==> src/ebmp_map.svh <==
// Constants and operation summary of the external bus mastership port
// Operation
// - Granted device waits for busy release
// - Grant removal ends ownership after cycle
// - Busy line moves only on core clock
// - Take ownership after release, reassert busy
// - Owner may park, keeping busy asserted
// - Release busy: drive high, then float
// - Column strobe driven as owner or with strobe enable set, else tristate
// - Bus clock toggles when owner and enabled
// - Bus clock edge aligns to core clock; quarter-period lead needs the PLL
// - Inverted bus clock driven only as owner
// - Request asserted while bus is needed
// - Request-hold bit forces request asserted
// - Reset deasserts request, returns to slave
`ifndef EBMP_MAP_SVH
`define EBMP_MAP_SVH
`define EBMP_RELEASE_DRIVE_CYC 1
`define EBMP_RST_REQ_N 1'b1
`endif

==> src/ebmp_pkg.sv <==
// Types of the external bus mastership port
package ebmp_pkg;
	typedef enum logic [2:0] {
		EBMP_SLAVE,
		EBMP_WAIT,
		EBMP_OWNER,
		EBMP_PARKED,
		EBMP_RELEASE
	} ebmp_state_t;
endpackage : ebmp_pkg

==> src/ebmp_port.sv <==
// Bus mastership arbitration and master-only strobes
`timescale 1ns/1ps
`include "ebmp_map.svh"
module ebmp_port (
	input  wire logic clk,
	input  wire logic rstn,
	input  wire logic grant_in_n,
	input  wire logic shared_busy_n_i,
	output logic      shared_busy_n_o,
	output logic      shared_busy_n_oe,
	output logic      request_out_n,
	input  wire logic bus_need,
	input  wire logic cycle_active,
	input  wire logic cycle_end,
	input  wire logic request_hold_bit,
	input  wire logic mastership_strobe_enable,
	input  wire logic bus_clock_enable,
	input  wire logic cas_req,
	output logic      owner,
	output logic      col_strobe_n_o,
	output logic      col_strobe_n_oe,
	output logic      bus_clock_o,
	output logic      bus_clock_oe,
	output logic      bus_clock_n_o,
	output logic      bus_clock_n_oe
);
	import ebmp_pkg::*;

	// ****************************************
	// Pin synchronisers
	// ****************************************
	logic grant_s_n;
	logic busy_s_n;

	ebmp_sync u_sync_grant (
		.clk  (clk),
		.rstn (rstn),
		.din  (grant_in_n),
		.dout (grant_s_n)
	);

	ebmp_sync u_sync_busy (
		.clk  (clk),
		.rstn (rstn),
		.din  (shared_busy_n_i),
		.dout (busy_s_n)
	);

	// ****************************************
	// Arbitration state machine
	// ****************************************
	ebmp_state_t state_q;
	ebmp_state_t state_d;
	logic        req_n_q;
	logic        req_n_d;
	logic        busy_o_q;
	logic        busy_o_d;
	logic        busy_oe_q;
	logic        busy_oe_d;
	logic        bclk_q;
	logic        bclk_d;
	logic        cas_q;
	logic        cas_d;
	logic        own;

	assign own = (state_q == EBMP_OWNER) || (state_q == EBMP_PARKED);

	// Next state, busy drive and request in one place
	always_comb
	begin
		state_d   = state_q;
		busy_o_d  = busy_o_q;
		busy_oe_d = busy_oe_q;
		req_n_d   = !(bus_need || request_hold_bit);
		unique case (state_q)
			EBMP_SLAVE:
			begin
				busy_oe_d = 1'b0;
				if (!req_n_q)
					state_d = EBMP_WAIT;
			end
			EBMP_WAIT:
			begin
				// Both pins arrive two flops late
				busy_oe_d = 1'b0;
				if (req_n_q)
					state_d = EBMP_SLAVE;
				else if (!grant_s_n && busy_s_n)
				begin
					state_d   = EBMP_OWNER;
					busy_o_d  = 1'b0;
					busy_oe_d = 1'b1;
				end
			end
			EBMP_OWNER:
			begin
				if (grant_s_n && (!cycle_active || cycle_end))
				begin
					state_d  = EBMP_RELEASE;
					busy_o_d = 1'b1;
				end
				else if (!cycle_active && !bus_need)
					state_d = EBMP_PARKED;
			end
			EBMP_PARKED:
			begin
				if (grant_s_n)
				begin
					state_d  = EBMP_RELEASE;
					busy_o_d = 1'b1;
				end
				else if (bus_need)
					state_d = EBMP_OWNER;
			end
			// Busy is driven high during this state; float it from the next cycle
			EBMP_RELEASE:
			begin
				state_d   = EBMP_SLAVE;
				busy_oe_d = 1'b0;
			end
			default:
				state_d = EBMP_SLAVE;
		endcase
	end

	// ****************************************
	// Strobes while owner
	// ****************************************
	always_comb
	begin
		// Bus clock toggles at half the core rate
		bclk_d = (state_d == EBMP_OWNER || state_d == EBMP_PARKED) && bus_clock_enable
			&& !bclk_q;
		cas_d  = !(cas_req && (state_d == EBMP_OWNER));
	end

	always_ff @(posedge clk or negedge rstn)
	begin
		if (!rstn)
		begin
			state_q   <= EBMP_SLAVE;
			req_n_q   <= `EBMP_RST_REQ_N;
			busy_o_q  <= 1'b1;
			busy_oe_q <= 1'b0;
			bclk_q    <= 1'b0;
			cas_q     <= 1'b1;
		end
		else
		begin
			state_q   <= state_d;
			req_n_q   <= req_n_d;
			busy_o_q  <= busy_o_d;
			busy_oe_q <= busy_oe_d;
			bclk_q    <= bclk_d;
			cas_q     <= cas_d;
		end
	end

	// ****************************************
	// Outputs
	// ****************************************
	// Quarter-period lead needs the PLL; here the edge aligns to clk
	assign request_out_n    = req_n_q;
	assign shared_busy_n_o  = busy_o_q;
	assign shared_busy_n_oe = busy_oe_q;
	assign owner            = own;
	assign col_strobe_n_o   = cas_q;
	assign col_strobe_n_oe  = own || mastership_strobe_enable;
	assign bus_clock_o      = bclk_q;
	assign bus_clock_oe     = own;
	assign bus_clock_n_o    = !bclk_q;
	assign bus_clock_n_oe   = own;

	// ****************************************
	// Checks
	// ****************************************
	a_slave_no_drive: assert property (@(posedge clk) disable iff (!rstn)
		(state_q == EBMP_SLAVE) |-> !shared_busy_n_oe)
		else $error("busy driven in slave state");
	a_take_after_release: assert property (@(posedge clk) disable iff (!rstn)
		$rose(owner) && $past(state_q) == EBMP_WAIT |-> $past(busy_s_n) && $past(!grant_s_n))
		else $error("ownership taken while busy or ungranted");
	a_owner_busy_low: assert property (@(posedge clk) disable iff (!rstn)
		owner |-> shared_busy_n_oe && !shared_busy_n_o)
		else $error("owner not driving busy low");
	a_release_high: assert property (@(posedge clk) disable iff (!rstn)
		$fell(owner) |-> shared_busy_n_oe && shared_busy_n_o ##1 !shared_busy_n_oe)
		else $error("busy release not active pull-up");
	a_grant_loss: assert property (@(posedge clk) disable iff (!rstn)
		(state_q == EBMP_PARKED) && grant_s_n |=> !owner)
		else $error("parked bus kept after grant loss");
	a_wait_hold_off: assert property (@(posedge clk) disable iff (!rstn)
		(state_q == EBMP_WAIT) && !busy_s_n |=> !owner)
		else $error("ownership taken while busy seen low");
	a_slave_ignore: assert property (@(posedge clk) disable iff (!rstn)
		(state_q == EBMP_SLAVE) |=> !owner)
		else $error("ownership taken straight from slave");
	a_release_float: assert property (@(posedge clk) disable iff (!rstn)
		(state_q == EBMP_RELEASE) |=> (state_q == EBMP_SLAVE) && !shared_busy_n_oe)
		else $error("busy not floated after release");
	a_request_need: assert property (@(posedge clk) disable iff (!rstn)
		bus_need |=> !request_out_n)
		else $error("request not raised for bus need");
	a_request_drop: assert property (@(posedge clk) disable iff (!rstn)
		!bus_need && !request_hold_bit |=> request_out_n)
		else $error("request kept without need");

	// ****************************************
	// Checks on the bus clock, strobes and request hold
	// ****************************************
	a_bclk_gate: assert property (@(posedge clk) disable iff (!rstn)
		!owner |-> !bus_clock_o)
		else $error("bus clock toggles while not owner");
	a_bclk_inverse: assert property (@(posedge clk) disable iff (!rstn)
		bus_clock_n_o == !bus_clock_o && bus_clock_n_oe == owner)
		else $error("inverted bus clock wrong");
	a_request_hold: assert property (@(posedge clk) disable iff (!rstn)
		request_hold_bit |=> !request_out_n)
		else $error("request hold not honoured");
	a_cas_tristate: assert property (@(posedge clk) disable iff (!rstn)
		!owner && !mastership_strobe_enable |-> !col_strobe_n_oe)
		else $error("column strobe driven when not allowed");
	a_bclk_toggle: assert property (@(posedge clk) disable iff (!rstn)
		owner && $past(bus_clock_enable) |-> bus_clock_o != $past(bus_clock_o))
		else $error("bus clock stalled while owner and enabled");
	a_cas_owner: assert property (@(posedge clk) disable iff (!rstn)
		!col_strobe_n_o |-> owner)
		else $error("column strobe low while not owner");
endmodule : ebmp_port

==> src/ebmp_sync.sv <==
// Two flip-flop synchroniser for one pin
`timescale 1ns/1ps
module ebmp_sync (
	input  wire logic clk,
	input  wire logic rstn,
	input  wire logic din,
	output logic      dout
);
	logic meta_q;
	logic meta_d;
	logic sync_q;
	logic sync_d;

	always_comb
	begin
		meta_d = din;
		sync_d = meta_q;
	end

	always_ff @(posedge clk or negedge rstn)
	begin
		if (!rstn)
		begin
			meta_q <= 1'b1;
			sync_q <= 1'b1;
		end
		else
		begin
			meta_q <= meta_d;
			sync_q <= sync_d;
		end
	end

	assign dout = sync_q;
endmodule : ebmp_sync

==> config.mk <==
export PLATFORM = sky130hd
export DESIGN_NAME = ebmp_port
export DESIGN_NICKNAME = d
export VERILOG_FILES = /design/src/ebmp_pkg.sv /design/src/ebmp_port.sv /design/src/ebmp_sync.sv
export VERILOG_INCLUDE_DIRS = /design/src
export SDC_FILE = /design/constraint.sdc
export NUM_CORES = 1
export LEC_CHECK = 0
export ABC_AREA = 1
export BUFFER_PORTS_ARGS = -buffer_cell sky130_fd_sc_hd__buf_2
export CORE_AREA = 2 2 39 41
export CTS_CLUSTER_SIZE = 28
export DETAILED_ROUTE_END_ITERATION = 10
export DIE_AREA = 0 0 41 43
export GPL_TIMING_DRIVEN = 0
export PLACE_DENSITY = 0.72
export SLEW_MARGIN = 10
export SYNTH_ARGS = -nofsm -noshare
export SYNTH_HDL_FRONTEND = slang
export SYNTH_SLANG_ARGS = --single-unit
==> constraint.sdc <==
create_clock -name clk -period 2.4 [get_ports clk]
set_input_delay 0.24 -clock clk [delete_from_list [all_inputs] [get_ports clk]]
set_output_delay 0.24 -clock clk [all_outputs]
set_load 0.02 [all_outputs]
; ---- Yosys cells after proc, flatten, opt, wreduce, memory -nomap -nowiden
; Cells that the tools add are included.
[totals]
regBits = 12
input_bits = 11
output_inout_bits = 10
word_cells = 58
[classes]
n_eq_ne = 10
n_mux = 16
reduce_logical = 22
[op_table]
columns = operator, n
row1 = $mux W3, 7
row2 = $eq A3 B2 Y1 const B, 4
row3 = $pmux W3 S4, 1
row4 = $logic_and A1 B1 Y1, 6
row5 = $logic_not A1 Y1, 6
row6 = $mux W1, 6
row7 = $logic_or A1 B1 Y1, 5
row8 = $reduce_and A5 Y1, 1
row9 = $ne A2 B1 Y1 const B, 2
row10 = $ne A2 B2 Y1 const B, 2
row11 = $eq A3 B1 Y1 const B, 1
row12 = $eq A3 B3 Y1 const B, 1
row13 = $logic_not A3 Y1, 1
row14 = $pmux W1 S3, 1
row15 = $reduce_bool A3 Y1, 1
row16 = $pmux W1 S2, 1
row17 = $reduce_bool A2 Y1, 1
row18 = $reduce_or A2 Y1, 1

; ---- Longest topological paths before layout
; Gate-level depths: netlist of the first run.
[depth]
word_depth = 9
ltp_mapped = 7
depth_no_buf = 7

; ---- Cells and area by module
; Synthesis of the first run repeated with hierarchy kept, for this count alone.
[unflattened]
hier_cells = 68
hier_area_um2 = 568.0
[by_module_without_submodules]
columns = module, instances, cells_each, area_per_inst_um2, seq_area_each_um2
row1 = ebmp_port, 1, 64, 462.9, 203.9
row2 = ebmp_sync, 2, 2, 52.6, 52.6

; ---- Worst setup path before layout of the first run
; Ideal clock, no wire load.
[synth_path]
kind = flip-flop to output port
startpoint = register state_q[1]
endpoint = output col_strobe_n_oe
arrival_time_ns = 0.890
t_required_ns = 2.160
setup_slack_ns = 1.270
stages_incl_launch_ff = 4
path_buffers = 0
cell_sequence = dfrtp_1 -> inv_2 -> nor2_4 -> or2_2
[synth_between]
elab_chain_len = 3
elab_cells_between_ends = 4
classes_between = 2 x eq/ne / 2 x reduce/logical
[synth_rtl]
columns = element, line_no
row1 = start: declaration, ebmp_port.sv:52  ; ebmp_state_t state_q;
row2 = start signal: assignment, ebmp_port.sv:150  ; state_q <= state_d;
row3 = $eq A3 B2 Y1, ebmp_port.sv:66  ; assign own = (state_q == EBMP_OWNER) || (state_q == EBMP_PARKED);
row4 = $logic_or A1 B1 Y1 *, ebmp_port.sv:66
row5 = via bus_clock_n_oe, ebmp_port.sv:25  ; output logic bus_clock_n_oe
row6 = $logic_or A1 B1 Y1 *, ebmp_port.sv:168  ; assign col_strobe_n_oe = own || mastership_strobe_enable;
row7 = end: declaration, ebmp_port.sv:21  ; output logic col_strobe_n_oe,
; The timed path passes the listed nets; every way through them passes the cells marked *.

; ---- Final worst setup path of the first run
[layout_path]
startpoint = register state_q[1]
endpoint = output col_strobe_n_oe
[layout_between]
elab_chain_len = 3
elab_cells_between_ends = 4
classes_between = 2 x eq/ne / 2 x reduce/logical
[layout_rtl]
columns = element, line_no
row1 = $eq A3 B2 Y1, ebmp_port.sv:66
row2 = $logic_or A1 B1 Y1 *, ebmp_port.sv:66
row3 = $logic_or A1 B1 Y1 *, ebmp_port.sv:168
; Every way passes the cells marked *; elsewhere a longest branch is shown, timed or not.

==> results of run 1 <==
## cell usage after synthesis
master	number	share of area
nand2_1	15	0.097
inv_1	9	0.058
nor2_1	9	0.058
dfstp_2	7	0.32
nand3_1	6	0.052
dfrtp_1	5	0.22
inv_2	4	0.026
nand3_2	3	0.052
buf_4	2	0.026
nand2_2	2	0.022
clkinv_2	1	0.0086
nand4_1	1	0.011
nor2_2	1	0.011
nor2_4	1	0.019
o21ai_0	1	0.0086
o21ai_1	1	0.0086
or2_2	1	0.011
## sequential cells by signal, indices dropped and copies added (netlist names)
register	flops
request_out_n	1
u_sync_grant.dout	1
bus_clock_o	1
col_strobe_n_o	1
u_sync_busy.dout	1
state_q	3
shared_busy_n_oe	1
shared_busy_n_o	1
u_sync_grant.meta_q	1
u_sync_busy.meta_q	1
## worst paths after layout
check,start,to,cells after the start
worst min register to register,u_sync_grant.meta_q,u_sync_grant.dout,0
worst max register to register,u_sync_grant.dout,bus_clock_o,7
min in group asynchronous,rstn,shared_busy_n_oe,2
max in group asynchronous,rstn,request_out_n,2
worst min-delay path,grant_in_n,u_sync_grant.meta_q,1
worst max-delay path,state_q[1],col_strobe_n_oe,4
## layer usage
metal,vias up,global-route usage
li1,258,-
met1,226,0.182
met2,12,0.225
met3,2,0.0157
met4,0,0.140
met5,-,0
## logic make-up after synthesis
family | count (synthesis) | share of synthesized area
buffers and inverters | 16 | 0.119
AO/OA/AOI/OAI | 2 | 0.0172
flip-flops | 12 | 0.532
AND/OR/NAND/NOR | 39 | 0.332
## cell type report
type	instances	area, sq um
inverter	14	53.8
timing repair buffer	21	110
buffer	2	15.0
tap	16	20.0
fill	153	637
multi-input combinational	41	203
sequential	12	309
clock buffer	4	36.3
## power by group
group | internal, W | switching (W)
Clock | 0.0000921 | 0.0000611
Sequential | 0.000258 | 0.0000422
Combinational | 0.000134 | 0.000222
## through the flow
step           setup WS [ns]   util
5_1_grt                0.797  0.540
6_report               0.880  0.540
3_3_place_gp            1.18  0.506
4_1_cts                0.865  0.540
2_1_floorplan           1.27      -
3_5_place_dp            1.17  0.506
## cell usage in the layout (no fill, tap or decap)
cell type      instances
o21ai_1                1
buf_2                 20
dlygate4sd3_1          1
or2_2                  1
clkbuf_8               1
nand3_2                3
nor2_1                 9
nand3_1                6
nand2_1               15
buf_4                  2
o21ai_0                1
nor2_2                 1
inv_2                  4
clkinv_2               1
dfrtp_1                5
nand2_2                2
inv_1                  9
nand4_1                1
clkbuf_4               3
dfstp_2                7
nor2_4                 1
## worst register-to-register path: cells and delay by family (launching register included)
| family | cells | cell delay [ns] |
|---|---|---|
| buf+inv | 3 | 0.16 |
| flops | 1 | 0.58 |
| simple gates | 4 | 0.30 |
==> run_results.csv, run 1 <==
group,metric,value,unit
synth,synth-seq-cells,12,
worst_setup_path,critical_path.max_stage_delay,0.44,ns
clocking,clk_pin_slew,0.07,ns
min_path,min_path_type,"primary input to flop",
global_routing,grt_antenna_before_repair,0,
placement,hpwlAfterDp,847,um
cells_and_area,final_cells,110,
cells_and_area,fin_area,747,sq um
clocking,cts_tree,"yes",
clocking,htree_levels,1,
timing,setup-tns-final,0,ns
die,core_region_area,1380,sq um
worst_setup_path,critPathArrivalTime,1.28,ns
run_status,outcome,"finished, final reports clean",
timing,worst_pin_slew,0.248,ns
worst_setup_path,cpMaxStageDelayCell,"dfrtp_1",
pwr,power.density,1080,nW/um^2
global_routing,grt_max_degree,13,
routing,drtIter0Drc,2,
cells_and_area,area_growth,28.7,%
synth,synthDistinctLibCells,17,
global_routing,grt_pass1_vias,460,
routing,vias_per_cell,4.53,
global_routing,track_usage,0.152,
pwr,power,0.000809,W
placement,globalplace.congestion,0.788,
pwr,p_leak,0.419,nW
synth,yosysWarnings,0,
clocking,clockRootBuffer,"clkbuf_4",
routing,drtAntennaViolNets,0,
placement,dp_cells,105,
worst_setup_path,reg2reg_setup_slack,1.28,ns
timing,fin_crit_sh,0.633,
synth,synth_nets,80,
clocking,clkSinkCount,12,
timing,relSlewSlack,0.834,
die,die-width,41,um
clocking,cts_buffer_depth,2,
die,ioPinCount,21,
die,die_area,1760,sq um
worst_setup_path,critPathLaunchType,"flop",
cells_and_area,drive_gt1_frac,0.489,
placement,io_buffer_count,20,
synth,netlist_area,581,sq um
clocking,hold_buffers,1,
cells_and_area,fin_nets,106,
timing,rsz0062_at_grt,"no",
clocking,clock_latency,0.26,ns
global_routing,grt_overflow,0,
timing,whs,0.0731,ns
placement,dpl_cell_area,701,sq um
pwr,vdd_ir_drop_max,0.503,mV
timing,setup_viol,0,
routing,drt-total-wl,1.00,mm
routing,vias,498,
run,max-cap-violations,0,
routing,drt-met1-wl,423,um
synth,yosysSeqAreaShare,0.532,
timing,fmax,0.658,GHz
routing,top_layer_used,"met4",
global_routing,grt_pass1_wl,1.75,mm
clocking,post-cts-setup-buffers,0,
timing,drv_slew,0,
worst_setup_path,cp_cell_sequence,"inv_2 -> nor2_4 -> or2_2 -> buf_2",
worst_setup_path,end_kind,"output port",
worst_setup_path,crit_fanout,6,
routing,drc,0,
die,num_rows,14,
synth,syn_avg_cell_area,8.41,sq um
die,start_util,0.420,
worst_setup_path,crit_required,2.16,ns
cells_and_area,num_antenna_cells,0,
clocking,cts_buffers,3,
die,die-height,43,um
routing,route.met2.wl,515,um
timing,final.min_clock_period,1.52,ns
routing,wl_per_cell,9.09,um
routing,first_pass_iters,4,
clocking,ctsResizeCount,0,
timing,skew,0.00478,ns
worst_setup_path,crit_type,"flop to output port",
worst_setup_path,path_buf_inv,2,
synth,synthCells,69,
worst_setup_path,cp_top_family,"flip-flops",
routing,wl_met3,44,um
timing,finalHoldViolCount,0,
No activity file was read; power rests on OpenSTA's default activity.
==> run 2: changes to the inputs <==
==> constraint.sdc (replaced) <==
create_clock -name clk -period 1.5 [get_ports clk]
set_input_delay 0.15 -clock clk [delete_from_list [all_inputs] [get_ports clk]]
set_output_delay 0.15 -clock clk [all_outputs]
set_load 0.02 [all_outputs]
==> run 2 against run 1 <==
  * Flip-flop and latch count is the same
  * Non-clock buffer count grew 3
  * Cell count grew 2.7%
  * Sequential power grew 61%
  * Sequential share of layout area shrank 1.5 points
  * Worst hold slack lost 0.044 ns
  * Clock-buffer cell count is the same
  * Critical path depth is the same
  * Via count grew 1.0%
  * Global-route usage grew 0.10 points
  * Highest routed layer unchanged
  * Clock power grew 59%
  * Die area is the same
==> run_results.csv, run 2 (same netlist as run 1, synthesis figures left out) <==
group,metric,value,unit
clocking,clkSinkCount,12,
global_routing,track_usage,0.153,
die,die_area,1760,sq um
placement,globalplace.congestion,0.788,
timing,fmax,0.707,GHz
timing,relSlewSlack,0.835,
timing,finalHoldViolCount,0,
cells_and_area,regArea,310,sq um
placement,dp_cells,105,
die,core_region_area,1380,sq um
global_routing,grt_util_met1,0.185,
routing,drc,0,
worst_setup_path,rr_startpoint,"u_sync_grant.dout",
die,die-height,43,um
timing,drv_slew,0,
cells_and_area,fillers,148,
min_path,holdCritStartpoint,"cas_req",
cells_and_area,layout_commonest_cell,"buf_2",
pwr,p_leak,0.430,nW
clocking,htree_levels,1,
clocking,cts_tree,"yes",
worst_setup_path,critPathLaunchType,"flop",
cells_and_area,fin_nets,109,
cells_and_area,largest_reg_flops,3,
global_routing,grt_busiest_layer,"met2",
cells_and_area,drive_gt1_frac,0.485,
cells_and_area,num_antenna_cells,0,
timing,fin_crit_sh,0.943,
clocking,clk_pin_slew,0.07,ns
worst_setup_path,critPathArrivalTime,1.27,ns
routing,drtAntennaViolNets,0,
die,die-width,41,um
global_routing,use_met2,0.225,
cells_and_area,largest-register,"state_q",
clocking,post-cts-setup-buffers,0,
cells_and_area,multi_input_area,203,sq um
timing,worst_slack,0.0848,ns
global_routing,met3_usage,0.0157,
min_path,min_path_cells,2,
die,num_rows,14,
timing,setup_viol,0,
die,start_util,0.420,
clocking,clockRootBuffer,"clkbuf_4",
routing,wl_per_cell,9.07,um
routing,vias,503,
routing,drt-total-wl,1.03,mm
routing,vias_per_cell,4.45,
global_routing,grt_pass1_wl,1.76,mm
global_routing,grt_pass1_vias,463,
placement,dpl_worst_slack,0.361,ns
min_path,min_to,"col_strobe_n_o",
timing,rsz0062_at_grt,"no",
cells_and_area,final_cells,113,
run,max-cap-violations,0,
worst_setup_path,worstRegToRegCells,7,
worst_setup_path,end_kind,"output port",
routing,first_pass_iters,4,
worst_setup_path,crit_type,"flop to output port",
cells_and_area,mostFrequentLayoutCells,"buf_2 (20), nand2_1 (15), inv_1 (9), nor2_1 (9), dfstp_2 (7)",
timing,final.min_clock_period,1.42,ns
worst_setup_path,regToRegEndpoint,"bus_clock_o",
clocking,cts_buffer_depth,2,
cells_and_area,post-route-util,0.562,
placement,io_buffer_count,20,
min_path,min_path_type,"primary input to flop",
timing,worst_pin_slew,0.247,ns
clocking,clock_latency,0.26,ns
global_routing,grt_antenna_before_repair,0,
clocking,cts_buffers,3,
routing,drtIter0Drc,2,
worst_setup_path,crit_fanout,6,
pwr,vdd_ir_drop_max,0.815,mV
worst_setup_path,reg2reg_setup_slack,0.39,ns
placement,hpwlAfterDp,847,um
pwr,power.density,1670,nW/um^2
run_status,outcome,"finished, final reports clean",
die,ioPinCount,21,
worst_setup_path,crit_required,1.35,ns
cells_and_area,area_growth,34.1,%
global_routing,grt_overflow,0,
timing,skew,0.00252,ns
timing,setup-tns-final,0,ns
global_routing,grt_max_degree,13,
[run 2: cell types whose count changed in the layout (fill, tap and decap cells not counted)]
| cell | delta |
|---|---|
| dlygate4sd3_1 | +3 |
| dfrtp_1 | -1 |
| dfrtp_2 | +1 |
[run 2: worst max path at each step]
stage,from,endpoint,slack [ns],cells after the start
final,state_q[1],col_strobe_n_oe,0.08,4
after CTS,state_q[1],col_strobe_n_oe,0.06,4
after detailed placement,state_q[1],col_strobe_n_oe,0.36,4
after global placement,state_q[1],col_strobe_n_oe,0.37,4
after floorplan,request_out_n,bus_clock_o,0.46,5
after global routing,state_q[1],col_strobe_n_oe,0.006,4
[run 2: power by group]
part           switching [W]  internal, W  total (W)
Combinational       0.000356     0.000219   0.000575
Clock              0.0000955     0.000147   0.000243
Sequential         0.0000676     0.000415   0.000483
Total               0.000519     0.000782    0.00130
[run 2: cell type report]
class                      instances  share of cell area
clock buffer                       4              0.0466
timing repair buffer              24               0.180
multi-input combinational         41               0.260
buffer                             2              0.0193
tap                               16              0.0257
sequential                        12               0.399
inverter                          14              0.0691
[run 2: layer usage]
layer	vias up	share of wire
li1	265	-
met1	224	0.43
met2	12	0.51
met3	2	0.043
met4	0	0.017
met5	-	0
[run 2: stage by stage]
step                area, sq um  power, W  hold WS, ns
floorplan                   581  0.000902       -0.146
global placement            701   0.00104       0.0282
detailed placement          701   0.00106       0.0333
CTS                         777   0.00132       0.0145
global route                778   0.00142       0.0166
finish                      778   0.00130       0.0293
[run 2: repair_timing]
| action | CTS | global route |
|---|---|---|
| gates resized for setup | 0 | 1 |
| hold buffers | 4 | 0 |
| setup endpoints to repair | 0 | 1 |
| hold endpoints to repair | 15 | 0 |
[run 2: worst max-delay path, stage by stage (launching register included)]
cell,delay [ns]
dfrtp_2,0.44
inv_2,0.09
nor2_4,0.05
or2_2,0.26
buf_2,0.16
